File: src/inc/lin_frame_pkg.sv
package lin_frame_pkg;

    localparam logic [7:0] OFS_NODE_ADDR = 8'h00;
    localparam logic [7:0] OFS_GP2_ID = 8'h04;
    localparam logic [7:0] OFS_GP4_ID = 8'h08;
    localparam logic [7:0] OFS_PREP_ID = 8'h0C;
    localparam logic [7:0] OFS_APP_ID = 8'h10;
    localparam logic [7:0] OFS_NODE_CMD_ID = 8'h14;
    localparam logic [7:0] OFS_DREAD_ID = 8'h18;
    localparam logic [7:0] OFS_RESP_LO = 8'h1C;
    localparam logic [7:0] OFS_RESP_HI = 8'h20;
    localparam logic [7:0] OFS_STATUS = 8'h24;

    localparam logic [6:0] RST_NODE_ADDR = 7'h00;
    localparam logic [5:0] RST_GP2_ID = 6'h18;
    localparam logic [5:0] RST_GP4_ID = 6'h28;
    localparam logic [5:0] RST_PREP_ID = 6'h1A;
    localparam logic [5:0] RST_APP_ID = 6'h10;
    localparam logic [5:0] RST_NODE_CMD_ID = 6'h09;
    localparam logic [5:0] RST_DREAD_ID = 6'h20;

    localparam logic [5:0] ID_CMD_FRAME = 6'h3C;
    localparam logic [5:0] ID_INDIRECT_READ = 6'h3D;
    localparam logic [7:0] APP_CMD_MARKER = 8'h80;
    localparam logic [3:0] LEN_SHORT = 4'h2;
    localparam logic [3:0] LEN_MID = 4'h4;
    localparam logic [3:0] LEN_LONG = 4'h8;

    typedef enum logic [3:0] {
        ST_IDLE = 4'b0001,
        ST_RX = 4'b0010,
        ST_TX = 4'b0100,
        ST_SKIP = 4'b1000
    } state_e;

    typedef enum logic [3:0] {
        K_NONE = 4'h0,
        K_GP = 4'h1,
        K_APP = 4'h2,
        K_NODE = 4'h3,
        K_CMD3C = 4'h4,
        K_BCAST = 4'h5,
        K_PREP = 4'h6,
        K_DREAD = 4'h7,
        K_IREAD = 4'h8
    } frame_kind_e;

    typedef struct packed {
        frame_kind_e kind;
        logic [7:0] code;
        logic [7:0][7:0] data;
    } cmd_s;

endpackage

File: src/rtl/lin_slave_frame_decoder.sv
`timescale 1ns/1ps
module lin_slave_frame_decoder (
    input wire logic core_clk_in,
    input wire logic nrst_in,
    input wire logic [7:0] reg_addr_in,
    input wire logic [31:0] reg_wdata_in,
    input wire logic reg_wr_in,
    input wire logic reg_rd_in,
    output logic [31:0] reg_rdata_out,
    input wire logic hdr_valid_in,
    input wire logic [7:0] hdr_id_in,
    input wire logic rx_valid_in,
    input wire logic [7:0] rx_byte_in,
    output logic tx_valid_out,
    output logic [7:0] tx_byte_out,
    input wire logic tx_ready_in,
    output logic cmd_valid_out,
    output lin_frame_pkg::cmd_s cmd_out
);

    logic [6:0] node_addr;
    logic [5:0] gp2_id;
    logic [5:0] gp4_id;
    logic [5:0] prep_id;
    logic [5:0] app_id;
    logic [5:0] node_cmd_id;
    logic [5:0] dread_id;
    logic [31:0] resp_lo;
    logic [23:0] resp_hi;
    logic [7:0] par_err_cnt;
    logic [7:0] sum_err_cnt;
    logic prep_pending;
    logic [6:0] prep_cmd;

    lin_frame_pkg::state_e state;
    lin_frame_pkg::frame_kind_e kind_q;
    logic [3:0] len_q;
    logic [3:0] cnt_q;
    logic [7:0] sum_q;
    logic [7:0][7:0] rx_data;

    function automatic logic [7:0] csum_add(input logic [7:0] s, input logic [7:0] b);
        logic [8:0] t;
        t = {1'b0, s} + {1'b0, b};
        csum_add = t[7:0] + {7'h00, t[8]};
    endfunction

    // frame header decode
    wire [5:0] fid = hdr_id_in[5:0];
    wire par6 = fid[0] ^ fid[1] ^ fid[2] ^ fid[4];
    wire par7 = ~(fid[1] ^ fid[3] ^ fid[4] ^ fid[5]);
    wire par_ok = (hdr_id_in[6] == par6) && (hdr_id_in[7] == par7);
    wire [3:0] hdr_len = fid[5] ? (fid[4] ? lin_frame_pkg::LEN_LONG : lin_frame_pkg::LEN_MID)
                                : lin_frame_pkg::LEN_SHORT;

    // reserved identifiers win over software-assigned ones
    wire is_3c = (fid == lin_frame_pkg::ID_CMD_FRAME);
    wire is_3d = (fid == lin_frame_pkg::ID_INDIRECT_READ);
    wire is_dread = (fid == dread_id);
    wire is_prep = (fid == prep_id);
    wire is_gp = (fid == gp2_id) || (fid == gp4_id);
    wire is_app = (fid == app_id);
    wire is_node = (fid == node_cmd_id);

    lin_frame_pkg::frame_kind_e hdr_kind;
    always_comb begin
        if (is_3c) begin
            hdr_kind = lin_frame_pkg::K_CMD3C;
        end else if (is_3d) begin
            hdr_kind = lin_frame_pkg::K_IREAD;
        end else if (is_dread) begin
            hdr_kind = lin_frame_pkg::K_DREAD;
        end else if (is_prep) begin
            hdr_kind = lin_frame_pkg::K_PREP;
        end else if (is_gp) begin
            hdr_kind = lin_frame_pkg::K_GP;
        end else if (is_app) begin
            hdr_kind = lin_frame_pkg::K_APP;
        end else if (is_node) begin
            hdr_kind = lin_frame_pkg::K_NODE;
        end else begin
            hdr_kind = lin_frame_pkg::K_NONE;
        end
    end

    wire hdr_read = (hdr_kind == lin_frame_pkg::K_DREAD) ||
                    ((hdr_kind == lin_frame_pkg::K_IREAD) && prep_pending);
    wire hdr_rx = (hdr_kind != lin_frame_pkg::K_NONE) && (hdr_kind != lin_frame_pkg::K_DREAD)
                  && (hdr_kind != lin_frame_pkg::K_IREAD);
    wire hdr_go = hdr_valid_in && par_ok;
    wire hdr_bad = hdr_valid_in && !par_ok;
    wire [3:0] eff_len = (hdr_kind == lin_frame_pkg::K_NODE) ? lin_frame_pkg::LEN_SHORT : hdr_len;

    // receive side
    wire rx_take = (state == lin_frame_pkg::ST_RX) && rx_valid_in && !hdr_valid_in;
    wire rx_data_byte = rx_take && (cnt_q < len_q);
    wire rx_sum_byte = rx_take && (cnt_q == len_q);
    wire rx_sum_ok = rx_sum_byte && (rx_byte_in == ~sum_q);
    wire rx_sum_bad = rx_sum_byte && (rx_byte_in != ~sum_q);

    // dispatch of a completed writing frame
    wire addr_b1 = (rx_data[1][6:0] == node_addr);
    wire addr_b2 = (rx_data[2][6:0] == node_addr);
    wire gp_act = !rx_data[1][7] || addr_b1;
    wire c3c_bcast = !rx_data[0][7];
    wire c3c_act = (rx_data[0] == lin_frame_pkg::APP_CMD_MARKER) && addr_b2;
    wire prep_act = rx_data[0][7] && rx_data[1][7] && addr_b1;

    logic do_cmd;
    logic do_prep;
    lin_frame_pkg::frame_kind_e out_kind;
    logic [7:0] out_code;
    always_comb begin
        do_cmd = 1'b0;
        do_prep = 1'b0;
        out_kind = kind_q;
        out_code = rx_data[0];
        case (kind_q)
            lin_frame_pkg::K_GP: begin
                do_cmd = gp_act;
            end
            lin_frame_pkg::K_APP: begin
                do_cmd = 1'b1;
            end
            lin_frame_pkg::K_NODE: begin
                do_cmd = 1'b1;
            end
            lin_frame_pkg::K_CMD3C: begin
                if (c3c_bcast) begin
                    do_cmd = 1'b1;
                    out_kind = lin_frame_pkg::K_BCAST;
                end else begin
                    do_cmd = c3c_act;
                    do_prep = c3c_act;
                    out_code = rx_data[1];
                end
            end
            lin_frame_pkg::K_PREP: begin
                do_prep = prep_act;
                out_code = {1'b0, rx_data[0][6:0]};
            end
            default: begin
                do_cmd = 1'b0;
            end
        endcase
    end

    // transmit side: byte 0 is the node address with bit 7 set, later data bytes from the response words, last byte the inverted checksum
    wire [55:0] resp_bytes = {resp_hi, resp_lo};
    wire [7:0] tx_next_sum = csum_add(sum_q, tx_byte_out);
    wire [3:0] tx_next_idx = cnt_q + 4'h1;
    wire [5:0] tx_sel = {tx_next_idx[2:0] - 3'h1, 3'h0};
    wire [7:0] tx_next_byte = (tx_next_idx == len_q) ? ~tx_next_sum : resp_bytes[tx_sel +: 8];
    wire [7:0] tx_first_byte = {1'b1, node_addr};
    wire tx_accept = (state == lin_frame_pkg::ST_TX) && tx_ready_in && !hdr_valid_in;
    wire tx_last = tx_accept && (cnt_q == len_q);

    assign tx_valid_out = (state == lin_frame_pkg::ST_TX);

    // frame state machine; a new header always restarts it
    always_ff @(posedge core_clk_in or negedge nrst_in) begin
        if (!nrst_in) begin
            state <= lin_frame_pkg::ST_IDLE;
            kind_q <= lin_frame_pkg::K_NONE;
            len_q <= 4'h0;
            cnt_q <= 4'h0;
            sum_q <= 8'h00;
            tx_byte_out <= 8'h00;
        end else if (hdr_go && hdr_read) begin
            state <= lin_frame_pkg::ST_TX;
            kind_q <= hdr_kind;
            len_q <= hdr_kind == lin_frame_pkg::K_IREAD ? lin_frame_pkg::LEN_LONG : hdr_len;
            cnt_q <= 4'h0;
            sum_q <= 8'h00;
            tx_byte_out <= tx_first_byte;
        end else if (hdr_go && hdr_rx) begin
            state <= lin_frame_pkg::ST_RX;
            kind_q <= hdr_kind;
            len_q <= eff_len;
            cnt_q <= 4'h0;
            sum_q <= 8'h00;
        end else if (hdr_valid_in) begin
            state <= lin_frame_pkg::ST_SKIP;
            kind_q <= lin_frame_pkg::K_NONE;
        end else if (rx_data_byte) begin
            cnt_q <= cnt_q + 4'h1;
            sum_q <= csum_add(sum_q, rx_byte_in);
        end else if (rx_sum_byte || tx_last) begin
            state <= lin_frame_pkg::ST_IDLE;
        end else if (tx_accept) begin
            cnt_q <= tx_next_idx;
            sum_q <= tx_next_sum;
            tx_byte_out <= tx_next_byte;
        end
    end

    always_ff @(posedge core_clk_in or negedge nrst_in) begin
        if (!nrst_in) begin
            rx_data <= '0;
        end else if (hdr_go) begin
            rx_data <= '0;
        end else if (rx_data_byte) begin
            rx_data[cnt_q[2:0]] <= rx_byte_in;
        end
    end

    // every header drops the pending request; only a good preparing frame or an addressed 0x3C command frame sets it
    always_ff @(posedge core_clk_in or negedge nrst_in) begin
        if (!nrst_in) begin
            prep_pending <= 1'b0;
            prep_cmd <= 7'h00;
        end else if (rx_sum_ok && do_prep) begin
            prep_pending <= 1'b1;
            prep_cmd <= out_code[6:0];
        end else if (hdr_valid_in) begin
            prep_pending <= 1'b0;
        end
    end

    always_ff @(posedge core_clk_in or negedge nrst_in) begin
        if (!nrst_in) begin
            cmd_valid_out <= 1'b0;
            cmd_out <= '0;
        end else if (hdr_go && hdr_read) begin
            cmd_valid_out <= 1'b1;
            cmd_out.kind <= hdr_kind;
            cmd_out.code <= hdr_kind == lin_frame_pkg::K_IREAD ? {1'b0, prep_cmd} : 8'h00;
            cmd_out.data <= '0;
        end else if (rx_sum_ok && do_cmd) begin
            cmd_valid_out <= 1'b1;
            cmd_out.kind <= out_kind;
            cmd_out.code <= out_code;
            cmd_out.data <= rx_data;
        end else begin
            cmd_valid_out <= 1'b0;
        end
    end

    // register port
    wire wr_node = reg_wr_in && (reg_addr_in == lin_frame_pkg::OFS_NODE_ADDR);
    wire wr_gp2 = reg_wr_in && (reg_addr_in == lin_frame_pkg::OFS_GP2_ID);
    wire wr_gp4 = reg_wr_in && (reg_addr_in == lin_frame_pkg::OFS_GP4_ID);
    wire wr_prep = reg_wr_in && (reg_addr_in == lin_frame_pkg::OFS_PREP_ID);
    wire wr_app = reg_wr_in && (reg_addr_in == lin_frame_pkg::OFS_APP_ID);
    wire wr_ncmd = reg_wr_in && (reg_addr_in == lin_frame_pkg::OFS_NODE_CMD_ID);
    wire wr_dread = reg_wr_in && (reg_addr_in == lin_frame_pkg::OFS_DREAD_ID);
    wire wr_rlo = reg_wr_in && (reg_addr_in == lin_frame_pkg::OFS_RESP_LO);
    wire wr_rhi = reg_wr_in && (reg_addr_in == lin_frame_pkg::OFS_RESP_HI);
    wire wr_stat = reg_wr_in && (reg_addr_in == lin_frame_pkg::OFS_STATUS);

    always_ff @(posedge core_clk_in or negedge nrst_in) begin
        if (!nrst_in) begin
            node_addr <= lin_frame_pkg::RST_NODE_ADDR;
            gp2_id <= lin_frame_pkg::RST_GP2_ID;
            gp4_id <= lin_frame_pkg::RST_GP4_ID;
            prep_id <= lin_frame_pkg::RST_PREP_ID;
            app_id <= lin_frame_pkg::RST_APP_ID;
            node_cmd_id <= lin_frame_pkg::RST_NODE_CMD_ID;
            dread_id <= lin_frame_pkg::RST_DREAD_ID;
            resp_lo <= 32'h0000_0000;
            resp_hi <= 24'h00_0000;
        end else begin
            if (wr_node) node_addr <= reg_wdata_in[6:0];
            if (wr_gp2) gp2_id <= reg_wdata_in[5:0];
            if (wr_gp4) gp4_id <= reg_wdata_in[5:0];
            if (wr_prep) prep_id <= reg_wdata_in[5:0];
            if (wr_app) app_id <= reg_wdata_in[5:0];
            if (wr_ncmd) node_cmd_id <= reg_wdata_in[5:0];
            if (wr_dread) dread_id <= reg_wdata_in[5:0];
            if (wr_rlo) resp_lo <= reg_wdata_in;
            if (wr_rhi) resp_hi <= reg_wdata_in[23:0];
        end
    end

    // error counters: a same-cycle event is counted after the clear so nothing is lost
    always_ff @(posedge core_clk_in or negedge nrst_in) begin
        if (!nrst_in) begin
            par_err_cnt <= 8'h00;
            sum_err_cnt <= 8'h00;
        end else begin
            if (hdr_bad) begin
                par_err_cnt <= wr_stat ? 8'h01 : par_err_cnt + 8'h01;
            end else if (wr_stat) begin
                par_err_cnt <= 8'h00;
            end
            if (rx_sum_bad) begin
                sum_err_cnt <= wr_stat ? 8'h01 : sum_err_cnt + 8'h01;
            end else if (wr_stat) begin
                sum_err_cnt <= 8'h00;
            end
        end
    end

    wire [31:0] status_word = {state, kind_q, prep_pending, prep_cmd, sum_err_cnt, par_err_cnt};

    logic [31:0] rd_mux;
    always_comb begin
        case (reg_addr_in)
            lin_frame_pkg::OFS_NODE_ADDR: rd_mux = {25'h0, node_addr};
            lin_frame_pkg::OFS_GP2_ID: rd_mux = {26'h0, gp2_id};
            lin_frame_pkg::OFS_GP4_ID: rd_mux = {26'h0, gp4_id};
            lin_frame_pkg::OFS_PREP_ID: rd_mux = {26'h0, prep_id};
            lin_frame_pkg::OFS_APP_ID: rd_mux = {26'h0, app_id};
            lin_frame_pkg::OFS_NODE_CMD_ID: rd_mux = {26'h0, node_cmd_id};
            lin_frame_pkg::OFS_DREAD_ID: rd_mux = {26'h0, dread_id};
            lin_frame_pkg::OFS_RESP_LO: rd_mux = resp_lo;
            lin_frame_pkg::OFS_RESP_HI: rd_mux = {8'h00, resp_hi};
            lin_frame_pkg::OFS_STATUS: rd_mux = status_word;
            default: rd_mux = 32'h0000_0000;
        endcase
    end

    // read data stands only in the cycle after the strobe
    always_ff @(posedge core_clk_in or negedge nrst_in) begin
        if (!nrst_in) begin
            reg_rdata_out <= 32'h0000_0000;
        end else if (reg_rd_in) begin
            reg_rdata_out <= rd_mux;
        end else begin
            reg_rdata_out <= 32'h0000_0000;
        end
    end

endmodule

File: config.mk
export PLATFORM = sky130hd
export DESIGN_NAME = lin_slave_frame_decoder
export DESIGN_NICKNAME = d
export VERILOG_FILES = /design/src/inc/lin_frame_pkg.sv /design/src/rtl/lin_slave_frame_decoder.sv
export SDC_FILE = /design/constraint.sdc
export NUM_CORES = 1
export LEC_CHECK = 0
export BUFFER_PORTS_ARGS = -buffer_cell sky130_fd_sc_hd__buf_4
export CAP_MARGIN = 25
export CORE_MARGIN = 4
export CORE_UTILIZATION = 52
export DETAILED_ROUTE_END_ITERATION = 8
export GPL_ROUTABILITY_DRIVEN = 0
export PLACE_DENSITY = 0.8
export SLEW_MARGIN = 25
export SYNTH_ARGS = -nofsm -noshare
export SYNTH_HDL_FRONTEND = slang
export SYNTH_SLANG_ARGS = --single-unit
File: constraint.sdc
create_clock -name core_clk_in -period 4.13 [get_ports core_clk_in]
set_input_delay 0.6195 -clock core_clk_in [delete_from_list [all_inputs] [get_ports core_clk_in]]
set_output_delay 0.6195 -clock core_clk_in [all_outputs]
set_load 0.01 [all_outputs]
==> impl_metrics.toml <==
[sta]
finalHoldViolCount = 0
fin_setup_tns_ns = 0
whs_ns = 0.190
slew_viol_final = 0
final-setup-viol-count = 0
fin_crit_ns = 3.36
rsz0062_at_grt = "no"
worst_slew_pin_slew_ns = 1.02
min_period_over_period = 0.813
skew_ns = 0.0272
fmax_ghz = 0.298
slew_headroom = 0.309

[die]
die_h_um = 185
ios = 181
die_area_sq_um = 34200
start_util = 0.530
rows = 64
core_area_sq_um = 30700
die_width_um = 185

[power]
vdd_drop_max_uv = 288
powerDensity_nw_per_um2 = 392
p_total_mw = 7.53
power.leakage_nw = 9.14

[drt]
num_vias = 13445
drcViolationCount = 0
drtPass1Iterations = 8
routed_wl_um = 48300
drt_iter0_markers = 1696
routedWlPerCell_um = 23.1
viasPerCell = 6.43
detail-route-antenna-nets = 0

[worst_hold_path]
hold_path_class = "input pin to asynchronous set/reset pin"

[cells_and_area]
nFillCells = 2392
syn2layout_area_growth_pct = 18.0
final_util = 0.625
num_antenna_cells = 0
final_nets = 1762
drive_gt1_frac = 0.252

[synth]
synth_edf_count = 0
ys_ff_latch = 327
ys.flop_type = "dfrtp_1"
synth_warnings = 0
syn_nets = 1616
syn_area_sq_um = 16300
ys_seq_area_frac = 0.503
synthCells = 1522
async_reset_ff_frac = 1.00
avgSynthCellArea_sq_um = 10.7
synth.distinct_cells = 74

[critical_path]
rr_worst_depth = 14
cp-end-kind = "flop"
crit_type = "flop to flop"
path_delay_family = "compound AO/OA/AOI/OAI gates"
arrival_ns = 3.76
path_buf_inv = 0
cp.required_ns = 4.53
start_kind = "flop"
crit_path_max_incr_delay_ns = 0.43
cp_max_fo = 3
reg2reg_to = "tx_byte_out[6]$_DFFE_PN0P_"
rrSetupSlack_ns = 0.77
crit_top_cell = "ha_1"
crit_path_cell_trace = "ha_1 > fa_1 > a211oi_1 > o21a_1 > o21bai_1 > a21o_1 > ha_1 > ha_1 > nand2_1 > nor3_1 > nand3_1 > xnor2_1 > a21oi_1 > a221oi_1"
critical_path.slowest_cell = "dfrtp_1"
r2r_start = "tx_byte_out[0]$_DFFE_PN0P_"

[clock_network]
clkLatencyLatePin_ns = 0.53
cts_root_buf = "clkbuf_16"
hold_buffers = 0
clkTransAtPathRegs_ns = 0.06
htreeDepth = 2
cts_tree = "built"
cts.sinks = 327
ctsResizeCount = 0
cts_setup_buffers = 0
numCtsBuffers = 36
max-clock-path-buffers = 3

[grt]
gr-total-overflow = 0
grt_pass1_wl_um = 75100
grt_antenna_before_repair = 0
track_usage = 0.277
grt_max_degree = 110
use_met2 = 0.442
met3_usage = 0.0471
grt_pass1_vias = 13249
top_usage_layer = "met2"
gr-usage-met1 = 0.377

[place]
place_hpwl_um = 33400
port_buffers = 180

[flow_run]
cap_violations = 0

[run_status]
status = "finished, final reports clean"
worst max-delay path by stage:
stage / from / end / cells past startpoint
floorplan: tx_byte_out[0]$_DFFE_PN0P_ / tx_byte_out[6]$_DFFE_PN0P_ / 14
global placement: tx_byte_out[0]$_DFFE_PN0P_ / tx_byte_out[6]$_DFFE_PN0P_ / 14
detailed placement: tx_byte_out[0]$_DFFE_PN0P_ / tx_byte_out[6]$_DFFE_PN0P_ / 14
CTS: tx_byte_out[0]$_DFFE_PN0P_ / tx_byte_out[6]$_DFFE_PN0P_ / 14
global route: tx_byte_out[0]$_DFFE_PN0P_ / tx_byte_out[6]$_DFFE_PN0P_ / 14
finish: tx_byte_out[0]$_DFFE_PN0P_ / tx_byte_out[6]$_DFFE_PN0P_ / 14
where the power goes:
group | internal (mW) | leakage, nW | total [mW] | switching, mW
combinational | 0.361 | 4.08 | 0.838 | 0.478
sequential | 3.32 | 4.49 | 3.47 | 0.150
clock | 1.92 | 0.572 | 3.22 | 1.31
total | 5.60 | 9.14 | 7.53 | 1.93
layer usage:
| metal | routed length (um) | share of wire | vias up |
|---|---|---|---|
| met5 | 0 | 0 | - |
| met4 | 2450 | 0.051 | 0 |
| met3 | 3990 | 0.083 | 168 |
| met2 | 22400 | 0.46 | 771 |
| met1 | 19400 | 0.40 | 6701 |
| li1 | - | - | 5805 |
sequential cells by signal, indices dropped and copies added, names as in the netlist, 24 cells and up:
name,count
cmd_out,76
reg_rdata_out,32
resp_hi,24
resp_lo,32
rx_data,64
layout by cell type, fill, tap and decap left out, types with 22 or more instances in the layout:
cell and count:
a21oi_1 100, a22oi_1 22, buf_4 208, clkbuf_16 37
dfrtp_1 315, ha_1 29, mux2_2 115, mux2i_1 82
nand2_1 67, nand3_1 107, nor2_1 152, o21ai_0 95
xnor2_1 55, xor2_1 36
per-stage QoR:
step / area, sq um / cells / setup slack [ns]
final: 19200 / 2091 / 0.774
after detailed placement: 18000 / 2026 / 0.801
after floorplan: 16300 / 1522 / 1.13
after CTS: 19200 / 2091 / 0.772
after global placement: 18000 / 2025 / 0.859
after global routing: 19200 / 2091 / 0.552
cells by family after synthesis:
logic type,share of synthesized area
simple gates,0.122
compound gates,0.127
flops,0.503
mux,0.141
buf+inv,0.0296
xor+xnor,0.0523
fa+ha+maj,0.0247
synthesized netlist by cell type, types with 4 or more instances:
master      n  share of area
a22oi_1    22          0.010
nand2_1    69          0.016
a211oi_1    9         0.0041
o21a_1      4         0.0018
a22o_1     11         0.0059
a21o_1      7         0.0032
a21oi_1   100          0.031
xnor2_1    56          0.030
buf_1       7         0.0016
nand2b_1    4         0.0015
mux2i_1    82          0.050
or3b_2      4         0.0022
nand3_1   107          0.033
xor2_1     36          0.019
o31ai_1    11         0.0051
inv_1      11         0.0025
nor2_1    155          0.036
buf_2      25         0.0077
o21ai_0    95          0.029
clkbuf_1   69          0.016
dfstp_2    12          0.019
o31a_1      4         0.0022
dfrtp_1   315           0.48
and3_1      4         0.0015
mux2_2    115          0.080
nor4_1      8         0.0031
ha_1       29          0.022
a221oi_1   10         0.0054
nand4_1    15         0.0058
nor2b_1     4         0.0015
a31oi_1     7         0.0027
nor3_1     16         0.0049
a222oi_1   17          0.010
o211ai_1    5         0.0023
and2_1      7         0.0027
mux4_2      8          0.011
or3_1       4         0.0015
layout make-up:
| type | count | area (sq um) | area share |
|---|---|---|---|
| Clock buffer | 51 | 1020 | 0.0530 |
| Clock inverter | 14 | 160 | 0.00833 |
| Inverter | 13 | 48.8 | 0.00254 |
| Multi-Input combinational cell | 1078 | 7670 | 0.399 |
| Sequential cell | 327 | 8200 | 0.427 |
| Tap cell | 396 | 495 | 0.0258 |
| Timing Repair Buffer | 212 | 1630 | 0.0847 |
No activity file was read; power rests on OpenSTA's default activity.
